--- src/hw/dfpc_pkg.sv ---
package dfpc_pkg;

  // core clock and waveform shape
  localparam int unsigned CLK_HZ = 50_000_000;
  localparam int unsigned SLOTS = 64;
  localparam int DUTY_W = 6;
  localparam int DIV_W = 16;
  localparam int ADDR_W = 8;
  localparam int DATA_W = 8;

  // register offsets
  localparam logic [7:0] FAN_ONE_OFS = 8'h56;
  localparam logic [7:0] FAN_TWO_OFS = 8'h57;
  localparam logic [7:0] FAN_CTL_OFS = 8'h58;
  localparam logic [7:0] FAN_STAT_OFS = 8'h59;

  // values after reset, and the last slot of a period
  localparam logic [7:0] FAN_ONE_RST = 8'h00;
  localparam logic [7:0] FAN_TWO_RST = 8'h00;
  localparam logic [7:0] FAN_CTL_RST = 8'h50;
  localparam logic [7:0] RDATA_RST = 8'h00;
  localparam logic [5:0] SLOT_LAST = 6'h3F;

  // channel register fields
  localparam int FORCE_BIT = 0;
  localparam int DUTY_LSB = 1;
  localparam int CLK_SEL_BIT = 7;

  // shared fan control register fields
  localparam int SRC_ONE_BIT = 0;
  localparam int SRC_TWO_BIT = 1;
  localparam int MUL_ONE_BIT = 2;
  localparam int MUL_TWO_BIT = 3;

  // status register fields
  localparam int STAT_ONE_BIT = 0;
  localparam int STAT_TWO_BIT = 1;
  localparam int STAT_SLOT_LSB = 2;

  // default waveform frequency per {clock select, clock source}
  localparam int unsigned FREQ_M0_HZ = 250;
  localparam int unsigned FREQ_M1_HZ = 500;
  localparam int unsigned FREQ_M2_HZ = 1000;
  localparam int unsigned FREQ_M3_HZ = 2000;

  // core cycles per slot, rounded down, never below one
  function automatic logic [DIV_W-1:0] dfpc_slot_cycles(int unsigned hz);
    int unsigned cyc;
    cyc = CLK_HZ / (hz * SLOTS);
    if (cyc < 1)
      cyc = 1;
    return cyc[DIV_W-1:0];
  endfunction : dfpc_slot_cycles

endpackage : dfpc_pkg

--- src/hw/dfpc_top.sv ---
// The implementer's own choice: the address-and-strobe port.
`timescale 1ns/1ps
module dfpc_top
  import dfpc_pkg::*;
#(
  parameter int unsigned FREQ_M0 = FREQ_M0_HZ,
  parameter int unsigned FREQ_M1 = FREQ_M1_HZ,
  parameter int unsigned FREQ_M2 = FREQ_M2_HZ,
  parameter int unsigned FREQ_M3 = FREQ_M3_HZ
)
(
  // clock, reset, enable
  input wire logic core_clk_in,
  input wire logic rst_b_in,
  input wire logic clk_en_in,
  // register port
  input wire logic [ADDR_W-1:0] reg_addr_in,
  input wire logic [DATA_W-1:0] reg_wdata_in,
  input wire logic reg_wr_in,
  input wire logic reg_rd_in,
  output logic [DATA_W-1:0] reg_rdata_out,
  // fan pins
  output logic first_fan_output_out,
  output logic second_fan_output_out
);

  // slot lengths per mode, from the frequency parameters
  localparam logic [DIV_W-1:0] DIV_M0 = dfpc_slot_cycles(FREQ_M0);
  localparam logic [DIV_W-1:0] DIV_M1 = dfpc_slot_cycles(FREQ_M1);
  localparam logic [DIV_W-1:0] DIV_M2 = dfpc_slot_cycles(FREQ_M2);
  localparam logic [DIV_W-1:0] DIV_M3 = dfpc_slot_cycles(FREQ_M3);

  logic [DATA_W-1:0] fan_one_ff;
  logic [DATA_W-1:0] fan_two_ff;
  logic [DATA_W-1:0] fan_ctl_ff;
  logic [DATA_W-1:0] rdata_ff;
  logic [DATA_W-1:0] nxt_fan_one;
  logic [DATA_W-1:0] nxt_fan_two;
  logic [DATA_W-1:0] nxt_fan_ctl;
  logic [DATA_W-1:0] nxt_rdata;

  // address decode
  wire hit_one_w;
  wire hit_two_w;
  wire hit_ctl_w;
  wire hit_stat_w;
  wire wr_one_w;
  wire wr_two_w;
  wire wr_ctl_w;

  assign hit_one_w = (reg_addr_in == FAN_ONE_OFS);
  assign hit_two_w = (reg_addr_in == FAN_TWO_OFS);
  assign hit_ctl_w = (reg_addr_in == FAN_CTL_OFS);
  assign hit_stat_w = (reg_addr_in == FAN_STAT_OFS);
  assign wr_one_w = reg_wr_in & hit_one_w;
  assign wr_two_w = reg_wr_in & hit_two_w;
  assign wr_ctl_w = reg_wr_in & hit_ctl_w;

  assign nxt_fan_one = wr_one_w ? reg_wdata_in : fan_one_ff;
  assign nxt_fan_two = wr_two_w ? reg_wdata_in : fan_two_ff;
  // divisor bits [7:4] are kept for software only
  assign nxt_fan_ctl = wr_ctl_w ? reg_wdata_in : fan_ctl_ff;

  // channel settings
  wire force_one_w;
  wire force_two_w;
  wire [DUTY_W-1:0] duty_one_w;
  wire [DUTY_W-1:0] duty_two_w;

  assign force_one_w = fan_one_ff[FORCE_BIT];
  assign force_two_w = fan_two_ff[FORCE_BIT];
  assign duty_one_w = fan_one_ff[DUTY_LSB +: DUTY_W];
  assign duty_two_w = fan_two_ff[DUTY_LSB +: DUTY_W];

  // rate selection: {clock select, clock source} picks a mode
  wire [1:0] mode_one_w;
  wire [1:0] mode_two_w;
  wire mul_one_w;
  wire mul_two_w;
  wire [DIV_W-1:0] base_one_w;
  wire [DIV_W-1:0] base_two_w;
  wire [DIV_W-1:0] div_one_w;
  wire [DIV_W-1:0] div_two_w;

  assign mode_one_w = {fan_one_ff[CLK_SEL_BIT], fan_ctl_ff[SRC_ONE_BIT]};
  assign mode_two_w = {fan_two_ff[CLK_SEL_BIT], fan_ctl_ff[SRC_TWO_BIT]};
  assign mul_one_w = fan_ctl_ff[MUL_ONE_BIT];
  assign mul_two_w = fan_ctl_ff[MUL_TWO_BIT];

  function automatic logic [DIV_W-1:0] pick_div(logic [1:0] mode);
    logic [DIV_W-1:0] d;
    case (mode)
      2'h0: d = DIV_M0;
      2'h1: d = DIV_M1;
      2'h2: d = DIV_M2;
      default: d = DIV_M3;
    endcase
    return d;
  endfunction : pick_div

  // halving the slot doubles the rate; a one-cycle slot cannot halve
  function automatic logic [DIV_W-1:0] apply_mul(logic [DIV_W-1:0] base,
                                                 logic mul);
    logic [DIV_W-1:0] d;
    d = mul ? (base >> 1) : base;
    if (d == '0)
      d = {{(DIV_W-1){1'b0}}, 1'b1};
    return d;
  endfunction : apply_mul

  assign base_one_w = pick_div(mode_one_w);
  assign base_two_w = pick_div(mode_two_w);
  assign div_one_w = apply_mul(base_one_w, mul_one_w);
  assign div_two_w = apply_mul(base_two_w, mul_two_w);

  // slot ticks
  wire tick_one_w;
  wire tick_two_w;

  dfpc_prescaler u_pre_one (
    .core_clk_in (core_clk_in),
    .rst_b_in (rst_b_in),
    .clk_en_in (clk_en_in),
    .div_in (div_one_w),
    .tick_out (tick_one_w)
  );

  dfpc_prescaler u_pre_two (
    .core_clk_in (core_clk_in),
    .rst_b_in (rst_b_in),
    .clk_en_in (clk_en_in),
    .div_in (div_two_w),
    .tick_out (tick_two_w)
  );

  // waveform channels
  wire [DUTY_W-1:0] slot_one_w;
  wire [DUTY_W-1:0] slot_two_w;
  wire [DUTY_W-1:0] live_one_w;
  wire [DUTY_W-1:0] live_two_w;

  dfpc_pwm_chan u_chan_one (
    .core_clk_in (core_clk_in),
    .rst_b_in (rst_b_in),
    .clk_en_in (clk_en_in),
    .tick_in (tick_one_w),
    .force_in (force_one_w),
    .duty_in (duty_one_w),
    .pin_out (first_fan_output_out),
    .slot_out (slot_one_w),
    .duty_live_out (live_one_w)
  );

  dfpc_pwm_chan u_chan_two (
    .core_clk_in (core_clk_in),
    .rst_b_in (rst_b_in),
    .clk_en_in (clk_en_in),
    .tick_in (tick_two_w),
    .force_in (force_two_w),
    .duty_in (duty_two_w),
    .pin_out (second_fan_output_out),
    .slot_out (slot_two_w),
    .duty_live_out (live_two_w)
  );

  // read path: data valid only in the cycle after the strobe
  wire [DATA_W-1:0] stat_w;
  wire [DATA_W-1:0] rd_mux_w;

  assign stat_w = {slot_one_w, second_fan_output_out, first_fan_output_out};
  assign rd_mux_w = hit_one_w ? fan_one_ff :
                    hit_two_w ? fan_two_ff :
                    hit_ctl_w ? fan_ctl_ff :
                    hit_stat_w ? stat_w : RDATA_RST;
  assign nxt_rdata = reg_rd_in ? rd_mux_w : RDATA_RST;

  always_ff @(posedge core_clk_in)
  begin
    if (!rst_b_in)
    begin
      fan_one_ff <= FAN_ONE_RST;
      fan_two_ff <= FAN_TWO_RST;
      fan_ctl_ff <= FAN_CTL_RST;
      rdata_ff <= RDATA_RST;
    end
    else if (clk_en_in)
    begin
      fan_one_ff <= nxt_fan_one;
      fan_two_ff <= nxt_fan_two;
      fan_ctl_ff <= nxt_fan_ctl;
      rdata_ff <= nxt_rdata;
    end
  end

  assign reg_rdata_out = rdata_ff;

  // helper: ce cycles between slot ticks of channel one
  logic [DIV_W-1:0] gap_one_ff;
  logic [DIV_W-1:0] divq_one_ff;
  logic gap_ok_one_ff;

  always_ff @(posedge core_clk_in)
  begin
    if (!rst_b_in)
    begin
      gap_one_ff <= '0;
      divq_one_ff <= '0;
      gap_ok_one_ff <= 1'b0;
    end
    else if (clk_en_in)
    begin
      if (div_one_w != divq_one_ff)
      begin
        gap_one_ff <= '0;
        divq_one_ff <= div_one_w;
        gap_ok_one_ff <= 1'b0;
      end
      else if (tick_one_w)
      begin
        gap_one_ff <= '0;
        gap_ok_one_ff <= 1'b1;
      end
      else
        gap_one_ff <= gap_one_ff + {{(DIV_W-1){1'b0}}, 1'b1};
    end
  end
endmodule : dfpc_top

--- src/hw/dfpc_prescaler.sv ---
`timescale 1ns/1ps
module dfpc_prescaler
  import dfpc_pkg::*;
(
  // clock and reset
  input wire logic core_clk_in,
  input wire logic rst_b_in,
  input wire logic clk_en_in,
  // slot length in core cycles
  input wire logic [DIV_W-1:0] div_in,
  // one pulse per slot
  output logic tick_out
);

  logic [DIV_W-1:0] cnt_ff;
  logic [DIV_W-1:0] nxt_cnt;
  wire last_w;

  // >= so a shrinking divisor never lets the count run away
  assign last_w = (cnt_ff >= div_in - {{(DIV_W-1){1'b0}}, 1'b1});
  assign tick_out = clk_en_in & last_w;
  assign nxt_cnt = last_w ? '0 : cnt_ff + {{(DIV_W-1){1'b0}}, 1'b1};

  always_ff @(posedge core_clk_in)
  begin
    if (!rst_b_in)
      cnt_ff <= '0;
    else if (clk_en_in)
      cnt_ff <= nxt_cnt;
  end

endmodule : dfpc_prescaler

--- src/hw/dfpc_pwm_chan.sv ---
`timescale 1ns/1ps
module dfpc_pwm_chan
  import dfpc_pkg::*;
(
  // clock and reset
  input wire logic core_clk_in,
  input wire logic rst_b_in,
  input wire logic clk_en_in,
  // slot pulse and setting
  input wire logic tick_in,
  input wire logic force_in,
  input wire logic [DUTY_W-1:0] duty_in,
  // pin and observed state
  output logic pin_out,
  output logic [DUTY_W-1:0] slot_out,
  output logic [DUTY_W-1:0] duty_live_out
);

  logic [DUTY_W-1:0] slot_ff;
  logic [DUTY_W-1:0] duty_ff;
  logic pin_ff;
  logic [DUTY_W-1:0] nxt_slot;
  logic [DUTY_W-1:0] nxt_duty;
  logic nxt_pin;
  wire wrap_w;

  assign wrap_w = tick_in & (slot_ff == SLOT_LAST);
  assign nxt_slot = tick_in ? slot_ff + {{(DUTY_W-1){1'b0}}, 1'b1} : slot_ff;
  // new duty only at a period boundary, so no runt pulses on a rewrite
  assign nxt_duty = wrap_w ? duty_in : duty_ff;
  // high for duty slots of 64; force overrides
  assign nxt_pin = force_in | (slot_ff < duty_ff);

  always_ff @(posedge core_clk_in)
  begin
    if (!rst_b_in)
    begin
      slot_ff <= '0;
      duty_ff <= '0;
      pin_ff <= 1'b0;
    end
    else if (clk_en_in)
    begin
      slot_ff <= nxt_slot;
      duty_ff <= nxt_duty;
      pin_ff <= nxt_pin;
    end
  end

  assign pin_out = pin_ff;
  assign slot_out = slot_ff;
  assign duty_live_out = duty_ff;

endmodule : dfpc_pwm_chan

--- config.mk ---
export PLATFORM = sky130hd
export DESIGN_NAME = dfpc_top
export DESIGN_NICKNAME = d
export VERILOG_FILES = /design/src/hw/dfpc_pkg.sv /design/src/hw/dfpc_top.sv /design/src/hw/dfpc_prescaler.sv /design/src/hw/dfpc_pwm_chan.sv
export SDC_FILE = /design/constraint.sdc
export NUM_CORES = 1
export LEC_CHECK = 0
export ABC_CLOCK_PERIOD_IN_PS = 3850
export BUFFER_PORTS_ARGS = -buffer_cell sky130_fd_sc_hd__buf_2
export CORE_MARGIN = 2
export CORE_UTILIZATION = 50
export DETAILED_ROUTE_END_ITERATION = 10
export GPL_TIMING_DRIVEN = 0
export PLACE_DENSITY = 0.7
export SYNTH_ARGS = -nofsm -noshare
export SYNTH_HDL_FRONTEND = slang
export SYNTH_SLANG_ARGS = --single-unit
--- constraint.sdc ---
create_clock -name core_clk_in -period 3.85 [get_ports core_clk_in]
set_clock_uncertainty 0.1 [all_clocks]
set_input_delay 0.385 -clock core_clk_in [delete_from_list [all_inputs] [get_ports core_clk_in]]
set_output_delay 0.385 -clock core_clk_in [all_outputs]
set_load 0.05 [all_outputs]
==> summary.json <==
{
  "status": "complete, no violations",
  "dr_wl_met3_um": 529,
  "area_of_the_multi_input_gates_um2": 3870,
  "dr_wl_met2_um": 7040,
  "fin_util": 0.615,
  "io_pins": 31,
  "dpl.hpwl_um": 9960,
  "finalNetCount": 774,
  "dr.first_iter.drc_count": 338,
  "cp_slowest_cell": "sky130_fd_sc_hd__dfxtp_4",
  "route.detailed.wl_per_inst_um": 16.5,
  "pre_cts_slack_ns": -0.791,
  "tot_gr_track_use": 0.240,
  "placement_rows": 38,
  "design.core.area_um2": 10800,
  "route.detailed.vias_per_inst": 5.79,
  "cts_sink_count": 90,
  "area_growth_pct": 20.2,
  "io_buffers": 30,
  "hold_violations": 0,
  "tightestPinTransition_ns": 0.734,
  "r2r_start": "fan_one_ff[7]$_SDFFE_PN0P_",
  "yosys.cell_types.count": 61,
  "power_per_cell_area_nw_per_um2": 253,
  "wire_length_of_the_first_global_routing_pass_um": 22400,
  "setup_viol_count_final": 0,
  "detail-route-antenna-nets": 0,
  "cts_root_buffer": "sky130_fd_sc_hd__clkbuf_8",
  "synth_seq_cells": 90,
  "crit_type": "flop to flop",
  "setup.worst_path.end_class": "flop",
  "route.final.wire_length_um": 13900,
  "numPlacedInstances": 806,
  "antenna_cells_inserted": 0,
  "clock_path_buffers": 2,
  "cts.reportedPaths.clkPinSlew_ns": 0.10,
  "timing.final.max_slew_violations": 0,
  "max-cap-violations": 0,
  "path_cells": "inv_6, ha_4, nor2b_4, a41oi_4, ha_4, and3b_2, nand2_4, nor3_4, a211oi_1, ha_1, and3_4, nand3_4, nor3_4, a221oi_2, buf_4, buf_2, o31a_1, o21a_1",
  "dr_total_vias": 4902,
  "clock_tree.htree_level_count": 3,
  "min_period_ns": 3.75,
  "globalRouteOverflowTotal": 0,
  "whs_path_depth": 3,
  "dr.max_layer_used": "met4",
  "critPathRequiredTime_ns": 4.03,
  "insertion_delay_ns": 0.37,
  "route.detailed.drc": 0,
  "worst_ep_arrival_time_ns": 3.93,
  "path_delay_family": "simple AND/OR/NAND/NOR gates",
  "async_set_or_reset_register_ratio_after_synthesis": 0,
  "share_of_layout_cells_above_drive_strength_1": 0.205,
  "drt_pre_antenna_iters": 6,
  "number_of_buffers_inserted_by_hold_repair_at_cts": 0,
  "static-leakage-power_nw": 2.53,
  "synthesis.area_per_instance_um2": 8.69,
  "initial_utilization": 0.512,
  "yosys_most_used_dff": "sky130_fd_sc_hd__dfxtp_1",
  "max-slew-margin-rel": 0.511,
  "nFillCells": 915,
  "fp.dieArea_um2": 11900,
  "slowest_delay_ns": 0.43,
  "fmaxAchievable_mhz": 267,
  "cell_count_final_fillers_out": 846,
  "final.hold.worst_slack_ns": 0.165,
  "mappedNetlistNets": 709,
  "setup_repair_after_global_routing_missed_its_margin": "yes",
  "initial_antenna_violation_count": 0,
  "cp.buffers_inverters": 3,
  "synthesis.yosys.warnings": 0,
  "met1Wirelength_um": 6120,
  "grt_max_degree": 17,
  "register_area_um2": 1820,
  "report.power.total_mw": 1.68,
  "synth-edff-count": 0,
  "startpoint": "fan_one_ff[7]$_SDFFE_PN0P_",
  "gp_routability_congestion": 0.931,
  "first_global_vias": 4617,
  "worst_slack_ns": 0.100,
  "critical_path_cell_count": 18,
  "die_width_um": 109,
  "tritoncts.num_buffers": 9,
  "synth_cells": 636,
  "timing.hold.worst.class": "input port to flop",
  "timing.final.crit_share": 0.974,
  "post_synth_instance_area_um2": 5520,
  "vdd_ir_drop_max_mv": 0.262,
  "worst_setup_path_start_kind": "flop",
  "die_height_um": 109,
  "critical_path.max_fanout": 8,
  "tritoncts_clock_tree": "yes",
  "hp-start": "reg_wdata_in[4]",
  "seq_area_frac_synth": 0.326,
  "worst_r2r_path_depth": 18
}
flip-flops by register name (all words and copies together) (netlist names), 6 cells and up:
register / flops
u_chan_two.duty_live_out: 6
u_chan_two.slot_out: 6
fan_one_ff: 8
u_pre_one.cnt_ff: 16
fan_ctl_ff: 8
fan_two_ff: 8
u_chan_one.duty_live_out: 6
reg_rdata_out: 8
u_pre_two.cnt_ff: 16
u_chan_one.slot_out: 6
worst reg2reg max path: stages, from the launching register on:
cell and delay (ns):
sky130_fd_sc_hd__dfxtp_4 0.43, sky130_fd_sc_hd__inv_6 0.07, sky130_fd_sc_hd__ha_4 0.33, sky130_fd_sc_hd__nor2b_4 0.07
sky130_fd_sc_hd__a41oi_4 0.26, sky130_fd_sc_hd__ha_4 0.18, sky130_fd_sc_hd__and3b_2 0.23, sky130_fd_sc_hd__nand2_4 0.08
sky130_fd_sc_hd__nor3_4 0.16, sky130_fd_sc_hd__a211oi_1 0.09, sky130_fd_sc_hd__ha_1 0.33, sky130_fd_sc_hd__and3_4 0.19
sky130_fd_sc_hd__nand3_4 0.09, sky130_fd_sc_hd__nor3_4 0.17, sky130_fd_sc_hd__a221oi_2 0.07, sky130_fd_sc_hd__buf_4 0.17
sky130_fd_sc_hd__buf_2 0.15, sky130_fd_sc_hd__o31a_1 0.30, sky130_fd_sc_hd__o21a_1 0.18
metrics by stage:
step	instance area, um2	setup TNS, ns
2_1_floorplan	5520	0
3_5_place_dp	5850	-31.38
4_1_cts	6300	0
6_report	6640	0
5_1_grt	6640	-0.356
3_3_place_gp	5850	-24.91
placed cells by master, fill, tap and decap left out, types with 4 or more instances in the layout:
cell type	count
sky130_fd_sc_hd__a21oi_1	24
sky130_fd_sc_hd__buf_2	32
sky130_fd_sc_hd__mux2i_1	53
sky130_fd_sc_hd__xor2_1	22
sky130_fd_sc_hd__nand4_1	15
sky130_fd_sc_hd__a31oi_1	4
sky130_fd_sc_hd__and3_1	8
sky130_fd_sc_hd__nand2b_1	16
sky130_fd_sc_hd__ha_1	38
sky130_fd_sc_hd__o21ai_0	23
sky130_fd_sc_hd__clkbuf_8	11
sky130_fd_sc_hd__buf_4	22
sky130_fd_sc_hd__a211oi_1	5
sky130_fd_sc_hd__nor2_1	48
sky130_fd_sc_hd__o22ai_1	6
sky130_fd_sc_hd__nor2b_1	35
sky130_fd_sc_hd__nand3_1	11
sky130_fd_sc_hd__xnor2_1	12
sky130_fd_sc_hd__nand2_1	63
sky130_fd_sc_hd__or3_1	5
sky130_fd_sc_hd__buf_6	6
sky130_fd_sc_hd__nor3_4	7
sky130_fd_sc_hd__inv_1	18
sky130_fd_sc_hd__dfxtp_1	86
sky130_fd_sc_hd__a21oi_2	6
sky130_fd_sc_hd__ha_4	8
sky130_fd_sc_hd__dfxtp_4	4
sky130_fd_sc_hd__clkbuf_1	16
sky130_fd_sc_hd__nor3_1	6
sky130_fd_sc_hd__ha_2	6
sky130_fd_sc_hd__a21o_1	6
final timing paths:
path	endpoint	slack, ns
setup / recovery	u_chan_one.slot_out[5]$_SDFFE_PN0P_	0.10
hold / removal	fan_ctl_ff[4]$_SDFFE_PN1P_	0.16
setup reg to reg	u_chan_one.slot_out[5]$_SDFFE_PN0P_	0.10
hold reg to reg	u_chan_one.duty_live_out[5]$_SDFFE_PN0P_	0.36
final cells by class:
class	count	share of cell area
clock buffers	11	0.0228
plain buffers	23	0.0168
multi-input cells	498	0.583
flip-flops and latches	90	0.274
inverters	22	0.0138
repair buffers	57	0.0564
clock inverters	5	0.00697
well taps	140	0.0264
per-layer routing:
| layer | vias to the layer above | global-route usage |
|---|---|---|
| met4 | 0 | 0.0687 |
| met3 | 24 | 0.0460 |
| met1 | 2381 | 0.299 |
| met2 | 129 | 0.419 |
| met5 | - | 0 |
| li1 | 2368 | - |
power by group:
| part | leakage, nW | internal, mW | switching (mW) |
|---|---|---|---|
| sequential | 0.729 | 0.933 | 0.0101 |
| clock | 0.102 | 0.280 | 0.365 |
| combinational | 1.69 | 0.0361 | 0.0570 |
| total | 2.53 | 1.25 | 0.432 |
synthesized netlist by cell type, drive strengths merged, types with 3 or more instances:
library cell / n / share of area
nand4: 15 / 0.017
and3: 9 / 0.010
a21boi: 6 / 0.0082
and4: 3 / 0.0052
o21a: 3 / 0.0041
a31oi: 4 / 0.0045
mux2: 3 / 0.0061
dfxtp: 90 / 0.33
nor3: 13 / 0.015
o22ai: 6 / 0.0068
a21oi: 33 / 0.031
clkbuf: 19 / 0.013
a211oi: 8 / 0.013
xor2: 22 / 0.035
a32oi: 3 / 0.0048
or3: 6 / 0.0068
a21o: 6 / 0.0082
nand3: 13 / 0.012
and2: 3 / 0.0034
buf: 7 / 0.0097
o311ai: 3 / 0.0048
inv: 22 / 0.015
nand2b: 18 / 0.020
o21ai: 24 / 0.022
ha: 52 / 0.12
nor2: 50 / 0.034
mux2i: 53 / 0.096
o21bai: 4 / 0.0054
nand2: 65 / 0.046
nor2b: 37 / 0.042
xnor2: 12 / 0.019
logic make-up (layout without fill, tap and decap cells):
logic type               after synthesis  count (layout)  synth area share
adder cells (fa/ha/maj)               52              52             0.118
flip-flops                            90              90             0.326
AO/OA/AOI/OAI                        110             110             0.129
multiplexers                          56              56             0.102
XOR/XNOR                              34              34            0.0539
buffers and inverters                 48             118            0.0376
AND/OR/NAND/NOR                      246             246             0.234
what timing repair did:
| item | CTS | global route |
|---|---|---|
| setup buffers | 8 | 19 |
| endpoints found under the setup margin | 55 | 55 |
| pin swaps | 6 | 24 |
| cloned | 1 | 0 |
| gates resized for setup | 42 | 50 |
(Power assumes the default switching activity.)
